File: src/pkg/nand_host_pkg.sv
package nand_host_pkg;
  // Command codes
  localparam logic [7:0] CMD_READ_SETUP = 8'h00;
  localparam logic [7:0] CMD_READ_CONFIRM = 8'h30;
  localparam logic [7:0] CMD_COL_SETUP = 8'h05;
  localparam logic [7:0] CMD_COL_CONFIRM = 8'he0;
  // Own registers, byte addresses
  localparam logic [7:0] OFS_CTRL = 8'h00;
  localparam logic [7:0] OFS_COL = 8'h04;
  localparam logic [7:0] OFS_ROW = 8'h08;
  localparam logic [7:0] OFS_COUNT = 8'h0c;
  localparam logic [7:0] OFS_STATUS = 8'h10;
  localparam logic [7:0] OFS_DATA = 8'h14;
  // Control fields
  localparam int CTRL_GO_BIT = 0;
  localparam int CTRL_RANDOM_BIT = 1;
  localparam int CTRL_WIDE_BIT = 2;
  localparam int CTRL_WP_BIT = 3;
  localparam int CTRL_GUARD_BIT = 4;
  localparam int CTRL_EXT_OUT_BIT = 5;
  localparam logic [31:0] CTRL_RESET = 32'h0000_0000;
  // Address geometry
  localparam int ADDR_CYCLES = 5;
  localparam int COL_CYCLES = 2;
  localparam int PAGE_BYTES = 2160;
  localparam int PAGE_WORDS = 1080;
  // Timing: strobe phases in ns, counted at 100 MHz
  localparam int CLK_NS = 10;
  localparam int STROBE_NS = 30;
  localparam int FAST_CYCLE_NS = 20;
  localparam logic [3:0] STROBE_CYC = 4'((STROBE_NS + CLK_NS - 1) / CLK_NS);
  localparam logic [3:0] FAST_CYC =
    4'((FAST_CYCLE_NS / 2 + CLK_NS - 1) / CLK_NS);

  typedef struct packed {
    logic ce_n;
    logic cle;
    logic ale;
    logic we_n;
    logic read_strobe_low;
    logic [15:0] dout;
    logic doe;
  } nand_pins_t;
endpackage : nand_host_pkg

File: src/rtl/nand_host_ctrl.sv
// Behaviour
// - Commands, addresses and data share eight or sixteen data lines.
// - Host holds write protect low through power-up and power-down.
// - Five address cycles: two column, then three row.
// - Byte-wide column A0-A11 in cycles one and two, upper nibble low.
// - Byte-wide plane bit A18; A29 only at 4Gb; unused bits low.
// - Word-wide column A0-A10, row A11-A28, upper lines low.
// - Read is 00h, address cycles, 30h, busy, then streamed data.
// - Host reads no data before ready/busy shows ready.
// - Fast read cycles sample data at the next strobe fall.
// - Column jump is 05h, two column cycles, E0h.
`timescale 1ns/1ps
`default_nettype none
module nand_host_ctrl (
  input wire logic clock, // 100 MHz
  input wire logic resetn, // Async, active low
  input wire logic hsel, // AHB-Lite select
  input wire logic [31:0] haddr, // Byte address
  input wire logic [1:0] htrans, // Transfer type
  input wire logic hwrite, // Write access
  input wire logic [2:0] hsize, // Word only
  input wire logic [31:0] hwdata, // Write data
  input wire logic hready, // Bus ready
  output logic hreadyout, // Slave ready
  output logic hresp, // Always OKAY
  output logic [31:0] hrdata, // Read data
  output var nand_host_pkg::nand_pins_t pins, // Flash strobes and data out
  input wire logic [15:0] data_in, // Shared data lines in
  input wire logic ready_busy_n, // Pulled-up ready/busy
  output logic write_protect_n, // Write protect pin
  output logic whole_chip_guard // Protection pin
);
  typedef enum logic [3:0] {
    S_IDLE = 4'b0000, S_CMD1 = 4'b0001, S_ADDR = 4'b0010,
    S_CMD2 = 4'b0011, S_WAIT = 4'b0100, S_READ = 4'b0101,
    S_DONE = 4'b0110, S_WE_HI = 4'b0111, S_STALL = 4'b1000
  } state_t;

  state_t state_r, ret_r;
  logic [31:0] ctrl_r, col_r, row_r, count_r, data_r;
  logic [2:0] acyc_r;
  logic [3:0] tmr_r;
  logic [11:0] left_r;
  logic wr_ph_r, rd_full_r, busy_seen_r, err_r;
  logic [7:0] addr_ph_r;
  logic wr_ph_nxt;
  logic wide;
  logic [7:0] acyc_byte;

  // Address layout: byte-wide column takes 12 bits, word-wide 11; row bytes the same for both widths
  function automatic logic [7:0] addr_byte(input logic [2:0] n,
      input logic [31:0] col, input logic [31:0] row, input logic w);
    case (n)
      3'd0: addr_byte = col[7:0];
      3'd1: addr_byte = w ? {5'h00, col[10:8]} : {4'h0, col[11:8]};
      3'd2: addr_byte = row[7:0];
      3'd3: addr_byte = row[15:8];
      3'd4: addr_byte = {6'h00, row[17:16]};
      default: addr_byte = 8'h00;
    endcase
  endfunction : addr_byte

  assign wide = ctrl_r[nand_host_pkg::CTRL_WIDE_BIT];
  assign acyc_byte = addr_byte(acyc_r, col_r, row_r, wide);
  assign hreadyout = 1'b1;
  assign hresp = 1'b0;
  assign write_protect_n = ctrl_r[nand_host_pkg::CTRL_WP_BIT];
  assign whole_chip_guard = ctrl_r[nand_host_pkg::CTRL_GUARD_BIT];

  // AHB-Lite address phase capture
  assign wr_ph_nxt = hsel & hready & htrans[1];
  always_ff @(posedge clock or negedge resetn) begin
    if (!resetn) begin
      wr_ph_r <= 1'b0;
      addr_ph_r <= 8'h00;
    end else if (hready) begin
      wr_ph_r <= wr_ph_nxt & hwrite;
      addr_ph_r <= haddr[7:0];
    end
  end

  logic rd_go, go_w;
  logic rd_ph_r;
  always_ff @(posedge clock or negedge resetn) begin
    if (!resetn) rd_ph_r <= 1'b0;
    else if (hready) rd_ph_r <= wr_ph_nxt & ~hwrite;
  end
  assign rd_go = rd_ph_r && addr_ph_r == nand_host_pkg::OFS_DATA;
  assign go_w = wr_ph_r && addr_ph_r == nand_host_pkg::OFS_CTRL &&
                hwdata[nand_host_pkg::CTRL_GO_BIT] && state_r == S_IDLE;

  // Register writes; GO self-clears, WP resets low for power-up safety
  always_ff @(posedge clock or negedge resetn) begin
    if (!resetn) begin
      ctrl_r <= nand_host_pkg::CTRL_RESET;
      col_r <= 32'h0000_0000;
      row_r <= 32'h0000_0000;
      count_r <= 32'h0000_0000;
    end else if (wr_ph_r) begin
      case (addr_ph_r)
        nand_host_pkg::OFS_CTRL: ctrl_r <= hwdata & 32'h0000_003e;
        nand_host_pkg::OFS_COL: col_r <= hwdata;
        nand_host_pkg::OFS_ROW: row_r <= hwdata;
        nand_host_pkg::OFS_COUNT: count_r <= hwdata;
        default: ;
      endcase
    end
  end

  always_comb begin
    case (addr_ph_r)
      nand_host_pkg::OFS_CTRL: hrdata = ctrl_r;
      nand_host_pkg::OFS_COL: hrdata = col_r;
      nand_host_pkg::OFS_ROW: hrdata = row_r;
      nand_host_pkg::OFS_COUNT: hrdata = count_r;
      nand_host_pkg::OFS_STATUS:
        hrdata = {26'h0, err_r, busy_seen_r, rd_full_r, ready_busy_n,
                  left_r != 12'h000, state_r != S_IDLE};
      nand_host_pkg::OFS_DATA: hrdata = data_r;
      default: hrdata = 32'h0000_0000;
    endcase
  end

  // Sequencer: every strobe phase lasts at least STROBE_CYC cycles, except fast read phases at FAST_CYC
  logic tmr_done;
  logic extended_data_out;
  assign tmr_done = tmr_r == 4'h0;
  assign extended_data_out = ctrl_r[nand_host_pkg::CTRL_EXT_OUT_BIT];

  always_ff @(posedge clock or negedge resetn) begin
    if (!resetn) begin
      state_r <= S_IDLE;
      ret_r <= S_IDLE;
      tmr_r <= 4'h0;
      acyc_r <= 3'd0;
      left_r <= 12'h000;
      pins <= '{ce_n: 1'b1, cle: 1'b0, ale: 1'b0, we_n: 1'b1,
                read_strobe_low: 1'b1, dout: 16'h0000, doe: 1'b0};
      data_r <= 32'h0000_0000;
      rd_full_r <= 1'b0;
      busy_seen_r <= 1'b0;
      err_r <= 1'b0;
    end else begin
      if (!tmr_done) tmr_r <= tmr_r - 4'h1;
      if (rd_go) rd_full_r <= 1'b0;
      case (state_r)
        S_IDLE: begin
          pins.ce_n <= 1'b1;
          if (go_w) begin
            err_r <= ready_busy_n == 1'b0;
            pins.ce_n <= 1'b0;
            pins.cle <= 1'b1;
            pins.ale <= 1'b0;
            pins.we_n <= 1'b0;
            pins.doe <= 1'b1;
            pins.dout <= hwdata[nand_host_pkg::CTRL_RANDOM_BIT] ?
              {8'h00, nand_host_pkg::CMD_COL_SETUP} :
              {8'h00, nand_host_pkg::CMD_READ_SETUP};
            acyc_r <= hwdata[nand_host_pkg::CTRL_RANDOM_BIT] ? 3'd0 : 3'd0;
            left_r <= count_r[11:0];
            ret_r <= S_ADDR;
            tmr_r <= nand_host_pkg::STROBE_CYC;
            state_r <= S_WE_HI;
          end
        end
        S_WE_HI: if (tmr_done) begin
          pins.we_n <= 1'b1; // rising edge latches
          tmr_r <= nand_host_pkg::STROBE_CYC;
          state_r <= S_STALL;
        end
        S_STALL: if (tmr_done) begin
          pins.cle <= 1'b0;
          pins.ale <= 1'b0;
          state_r <= ret_r;
        end
        S_ADDR: begin
          pins.ale <= 1'b1;
          pins.we_n <= 1'b0;
          pins.dout <= {8'h00, acyc_byte};
          acyc_r <= acyc_r + 3'd1;
          tmr_r <= nand_host_pkg::STROBE_CYC;
          // column only for a jump, five cycles for a read
          if (ctrl_r[nand_host_pkg::CTRL_RANDOM_BIT] ?
              acyc_r == 3'(nand_host_pkg::COL_CYCLES - 1) :
              acyc_r == 3'(nand_host_pkg::ADDR_CYCLES - 1))
            ret_r <= S_CMD2;
          else
            ret_r <= S_ADDR;
          state_r <= S_WE_HI;
        end
        S_CMD2: begin
          pins.cle <= 1'b1;
          pins.we_n <= 1'b0;
          pins.dout <= ctrl_r[nand_host_pkg::CTRL_RANDOM_BIT] ?
            {8'h00, nand_host_pkg::CMD_COL_CONFIRM} :
            {8'h00, nand_host_pkg::CMD_READ_CONFIRM};
          tmr_r <= nand_host_pkg::STROBE_CYC;
          ret_r <= S_WAIT;
          busy_seen_r <= 1'b0;
          state_r <= S_WE_HI;
        end
        S_WAIT: begin
          pins.doe <= 1'b0;
          if (!ready_busy_n) busy_seen_r <= 1'b1;
          // stream only once ready; chip select kept low throughout
          if (ready_busy_n && tmr_done) begin
            state_r <= left_r == 12'h000 ? S_DONE : S_READ;
            tmr_r <= nand_host_pkg::STROBE_CYC;
          end
        end
        S_READ: if (!rd_full_r || rd_go) begin
          if (tmr_done && pins.read_strobe_low) begin
            // in fast mode sample before the next fall
            if (extended_data_out) begin
              data_r <= {16'h0000, wide ? data_in : {8'h00, data_in[7:0]}};
              rd_full_r <= left_r != count_r[11:0];
            end
            pins.read_strobe_low <= 1'b0;
            tmr_r <= extended_data_out ? nand_host_pkg::FAST_CYC :
              nand_host_pkg::STROBE_CYC;
          end else if (tmr_done) begin
            if (!extended_data_out) begin
              data_r <= {16'h0000, wide ? data_in : {8'h00, data_in[7:0]}};
              rd_full_r <= 1'b1;
            end
            pins.read_strobe_low <= 1'b1;
            left_r <= left_r - 12'h001;
            tmr_r <= extended_data_out ? nand_host_pkg::FAST_CYC :
              nand_host_pkg::STROBE_CYC;
            if (left_r == 12'h001) state_r <= S_DONE;
          end
        end
        S_DONE: begin
          // Fast mode: last word still on the lines after the final rise
          if (extended_data_out && !rd_full_r && tmr_done) begin
            data_r <= {16'h0000, wide ? data_in : {8'h00, data_in[7:0]}};
            rd_full_r <= count_r[11:0] != 12'h000;
          end
          if (tmr_done && (!extended_data_out || !rd_full_r || rd_go))
            state_r <= S_IDLE;
        end
        default: state_r <= S_IDLE;
      endcase
    end
  end
endmodule : nand_host_ctrl
`default_nettype wire

File: config.mk
export PLATFORM = sky130hd
export DESIGN_NAME = nand_host_ctrl
export DESIGN_NICKNAME = d
export VERILOG_FILES = /design/src/pkg/nand_host_pkg.sv /design/src/rtl/nand_host_ctrl.sv
export SDC_FILE = /design/constraint.sdc
export NUM_CORES = 1
export LEC_CHECK = 0
export ABC_CLOCK_PERIOD_IN_PS = 2880
export BUFFER_PORTS_ARGS = -buffer_cell sky130_fd_sc_hd__clkbuf_2
export CORE_MARGIN = 3
export CORE_UTILIZATION = 57
export DETAILED_ROUTE_END_ITERATION = 10
export PLACE_DENSITY = 0.8
export SLEW_MARGIN = 25
export SYNTH_ARGS = -nofsm -noshare
export SYNTH_HDL_FRONTEND = slang
export SYNTH_SLANG_ARGS = --single-unit
File: constraint.sdc
create_clock -name clock -period 2.88 [get_ports clock]
set_input_delay 0.576 -clock clock [delete_from_list [all_inputs] [get_ports clock]]
set_output_delay 0.576 -clock clock [all_outputs]
set_load 0.01 [all_outputs]
== Yosys cells after proc, flatten, opt, wreduce, memory -nomap -nowiden ==
Cells that the tools add are included.
Storage, ports and cells
  register bits: 195
  bits of input ports: 91
  output and inout port bits: 58
  logic and storage cells: 177
Operators by class
  add/sub/neg operators: 3
  equal/unequal tests: 32
  multiplexer cells: 64
  bitwise gates (word level): 6
  reduce and logical (&&, ||, !) cells: 49
Operators by type and width (count)
  32-bit 2-to-1 mux: 6
  32-bit one-hot mux with 6 select lines: 1
  4-bit 2-to-1 mux: 19
  32-bit one-hot mux with 2 select lines: 1
  12-bit 2-to-1 mux: 4
  16-bit one-hot mux with 3 select lines: 1
  8-bit one-hot mux with 5 select lines: 1
  4-bit one-hot mux with 7 select lines: 1
  12-bit one-hot mux with 2 select lines: 1
  12-bit nonzero test: 2
  2-bit != test (second input constant): 11
  4-bit one-hot mux with 5 select lines: 1
  2-bit AND reduction: 9
  17-bit 2-to-1 mux: 1
  4-bit by 3-bit equality test with 1-bit output (second input constant): 4
  8-bit by 4-bit equality test with 1-bit output (second input constant): 2
  8-bit by 5-bit equality test with 1-bit output (second input constant): 2
  16-bit 2-to-1 mux: 1
  12-bit by 1-bit equality test with 1-bit output (second input constant): 1
  12-bit logical NOT: 1
  1-bit 2-to-1 mux: 12
  12-bit != test: 1
  4-bit one-hot mux with 3 select lines: 1
  3-bit AND reduction: 4
  other kinds (31): 66

== Logic depth before layout (Yosys ltp) ==
  word-level depth: 8
  depth in mapped cells: 9
  mapped depth without buffers: 9

== Least setup slack after synthesis ==
OpenSTA, ideal clock, no wires.
  path kind: register -> output
  from: register left_r[0]
  to: output port hrdata[1]
  data arrival time: 1758 ps
  setup slack: 546 ps
  cell stages (with the launch flop): 8
  buffers on the path: 0
  path through: dfrtp_1 > inv_1 > ha_1 > nor3b_1 > and2_1 > nand2_1 > a222oi_1 > nand3_1
On the way
  longest elaborated chain between the ends: 2
RTL lines
  start, declared: RTL line nand_host_ctrl.sv:43  | logic [11:0] left_r;
  start signal, assigned: RTL line nand_host_ctrl.sv:160  | left_r <= count_r[11:0];
  start signal, assigned: RTL line nand_host_ctrl.sv:227  | left_r <= left_r - 12'h001;
  12-bit nonzero test: RTL line nand_host_ctrl.sv:118  | left_r != 12'h000, state_r != S_IDLE};
  32-bit one-hot mux with 6 select lines: RTL line nand_host_ctrl.sv:111  | case (addr_ph_r)
  end, declared: RTL line nand_host_ctrl.sv:26  | output logic [31:0] hrdata,
Every way passes these cells.

== Final worst setup path ==
  from: register left_r[5]
  to: output port hrdata[1]
Same word-level chain as after synthesis.

==> qor.yml <==
status: "finished clean"
synth_top_family_by_area: "multiplexers"
crit_path_end_kind: "output port"
yosysWarnings: 0
dr.pass1.iters: 6
setup_viol: 0
row_count: 44
final_util_pct: 70.6
clkTransAtPathRegs_ns: 0.06
hold_viol_final: 0
ant_nets: 0
worst_hold_slack_ns: 0.125
gp_congestion: 0.905
clock_latency_ns: 0.43
synth-simple-area-share_pct: 12.6
synth-compound-area-share_pct: 12.5
irDropWorstVdd_mv: 0.479
synthMuxAreaShare_pct: 18.7
power_frac_seq_pct: 41.0
synthFlopType: "dfrtp_1"
first_iter_violations: 899
yosys.area_share.adder_pct: 1.30
die_w_microns: 129
drive_above_1_share_pct: 39.5
port-buffer-count: 110
cp.required_ns: 2.30
worst_setup_path_start_kind: "flip-flop"
drv_cap: 0
fin_tns_setup_ns: 0
worstHoldPathType: "input port to asynchronous set/reset pin"
combPwrFrac_pct: 30.4
rsz0062_at_grt: "true"
routed_wl_microns: 23200
via_count: 7097
grt_antenna_before_repair: 0
die_area_sq_um: 16700
period_share_pct: 98.1
htree_num_levels: 4
final_common_cell: "dfrtp_1"
grt_max_degree: 63
clkPwrFrac_pct: 28.6
finalPower_mw: 7.99
initial_core_util_pct: 59.1
synth_cells: 788
drc_errors: 0
grt_overflow: 0
cts_buffer_depth: 2
synthDistinctLibCells: 68
clkSinkCount: 170
crit_path_top_delay_cell: "dfrtp_2"
slew_violations: 0
via_per_inst: 6.38
slew_headroom_pct: 37.7
syn_avg_cell_area_sq_um: 11.0
finClkSkew_ns: 0.0111
synth_xor_area_share_pct: 1.31
core_sq_um: 14700
synth-seq-area-share_pct: 49.0
synth_area_sq_um: 8680
grt_use_total_pct: 27.6
place_inst: 1063
internal_power_mw: 5.28
hpwl_microns: 15600
switching_share_pct: 34.0
layout_common_cells: "dfrtp_1, mux2_2, clkbuf_2"
path_class: "flip-flop to output port"
worstPathMaxFanout: 6
tightest_slew_ns: 0.935
grt_pass1_wl_microns: 36200
setup_ws_ns: 0.0533
die_h_microns: 129
placed_area_sq_um: 9490
syn_to_final_growth_pct: 19.5
clock-root-buffer: "clkbuf_16"
postCtsHoldBufs: 0
cts_tree: "built"
crit_family: "simple AND/OR/NAND/NOR gates"
synth_edf_count: 0
critical_path.cell_chain: "nor4_2, buf_4, and2_4, nand2_1, a222oi_1, nand3_2, buf_6"
power_density_nw_per_um2: 770
io-pin-count: 149
fin_nets: 1016
pre_cts_ws_ns: 0.298
antenna_cells: 0
cp_slowest_stage_delay_ns: 0.45
p_sw_mw: 2.72
numCtsBuffers: 17
crit_arrival_ns: 2.25
timing.fmax_mhz: 354
path_buf_inv: 2
power.leakage_nw: 4.71
design_area_sq_um: 10400
period_needed_ns: 2.83
synth_seq_cells: 170
post_drt_wl_per_cell_microns: 20.8
final-instance-count-excl-fill: 1113
first_global_vias: 6844
async_flop_share_pct: 100
## state kept, by name, summed over array words and instances, names as in the netlist
name / flops
col_r: 32
count_r: 32
row_r: 32
data_r: 16
pins: 14
left_r: 12
addr_ph_r: 8
ctrl_r: 5
state_r: 4
tmr_r: 4
acyc_r: 3
ret_r: 3
busy_seen_r: 1
err_r: 1
rd_full_r: 1
rd_ph_r: 1
wr_ph_r: 1
## synth_stat cells (4+ instances only)
| cell type | number | share of area (%) |
|---|---|---|
| o21ai_0 | 29 | 1.7 |
| nor4_1 | 9 | 0.65 |
| mux2i_1 | 10 | 1.2 |
| nor2_1 | 43 | 1.9 |
| or3_1 | 5 | 0.36 |
| nand3_1 | 12 | 0.69 |
| mux2_2 | 133 | 17 |
| nand2_1 | 84 | 3.6 |
| buf_2 | 13 | 0.75 |
| dfrtp_1 | 167 | 48 |
| nor2b_1 | 9 | 0.65 |
| a31oi_1 | 4 | 0.29 |
| inv_1 | 22 | 0.95 |
| a222oi_1 | 23 | 2.7 |
| clkbuf_1 | 29 | 1.3 |
| and2_1 | 4 | 0.29 |
| a22oi_1 | 28 | 2.4 |
| buf_1 | 8 | 0.35 |
| or4_1 | 5 | 0.43 |
| nand4_1 | 10 | 0.72 |
| o2bb2ai_1 | 5 | 0.50 |
| nor3_1 | 10 | 0.58 |
| a21oi_1 | 19 | 1.1 |
| a22o_1 | 4 | 0.40 |
| ha_1 | 9 | 1.3 |
| buf_4 | 10 | 0.86 |
| xnor2_1 | 13 | 1.3 |
## path summary, 6_finish.rpt
kind | end | cells after the start | slack (ns) | startpoint
max | hrdata[1] | 7 | 0.05 | left_r[5]$_DFFE_PN0P_
min | tmr_r[2]$_DFF_PN0_ | 1 | 0.12 | resetn
max reg2reg | left_r[9]$_DFFE_PN0P_ | 8 | 0.54 | addr_ph_r[5]$_DFFE_PN0P_
min reg2reg | pins[18]$_DFFE_PN1P_ | 2 | 0.46 | pins[18]$_DFFE_PN1P_
max in group asynchronous | data_r[9]$_DFFE_PN0P_ | 2 | 2.03 | resetn
min in group clock | data_r[7]$_DFFE_PN0P_ | 2 | 0.36 | data_in[7]
## area by class of cell
cell class | count | area (sq um)
sequential | 170 | 4270
tap | 184 | 230
timing repair buffer | 163 | 1030
clock inverter | 10 | 114
inverter | 23 | 86.3
clock buffer | 22 | 474
multi-input combinational | 541 | 4170
fill | 1057 | 4320
## power by group through the flow
stage,clock (mW),combinational (mW),sequential (mW)
2_1_floorplan,0,1.65,3.13
3_3_place_gp,0,2.17,3.27
3_5_place_dp,0,2.23,3.28
4_1_cts,2.30,2.26,3.25
5_1_grt,2.40,2.69,3.33
6_report,2.29,2.43,3.28
## metal layers
metal,track usage (%),vias to the layer above,wire length [microns]
met5,0,-,0
met4,10.3,0,713
met3,6.43,59,2110
met2,43.3,374,10900
met1,37.8,3513,9460
li1,-,3151,-
## repair_timing
action                                  4_1_cts  5_1_grt
buffers inserted                              2       15
endpoints found under the setup margin       16       16
cloned                                        0        2
pin swaps                                     1       11
gates resized for setup                       4       40
## kinds of logic (layout without fill, tap and decap cells)
group,after synthesis,count (layout)
xor+xnor,13,13
mux,145,145
buf+inv,85,218
flops,170,170
simple gates,216,216
compound gates,148,148
other cells,2,10
fa+ha+maj,9,9
No activity file was read; power rests on OpenSTA's default activity.
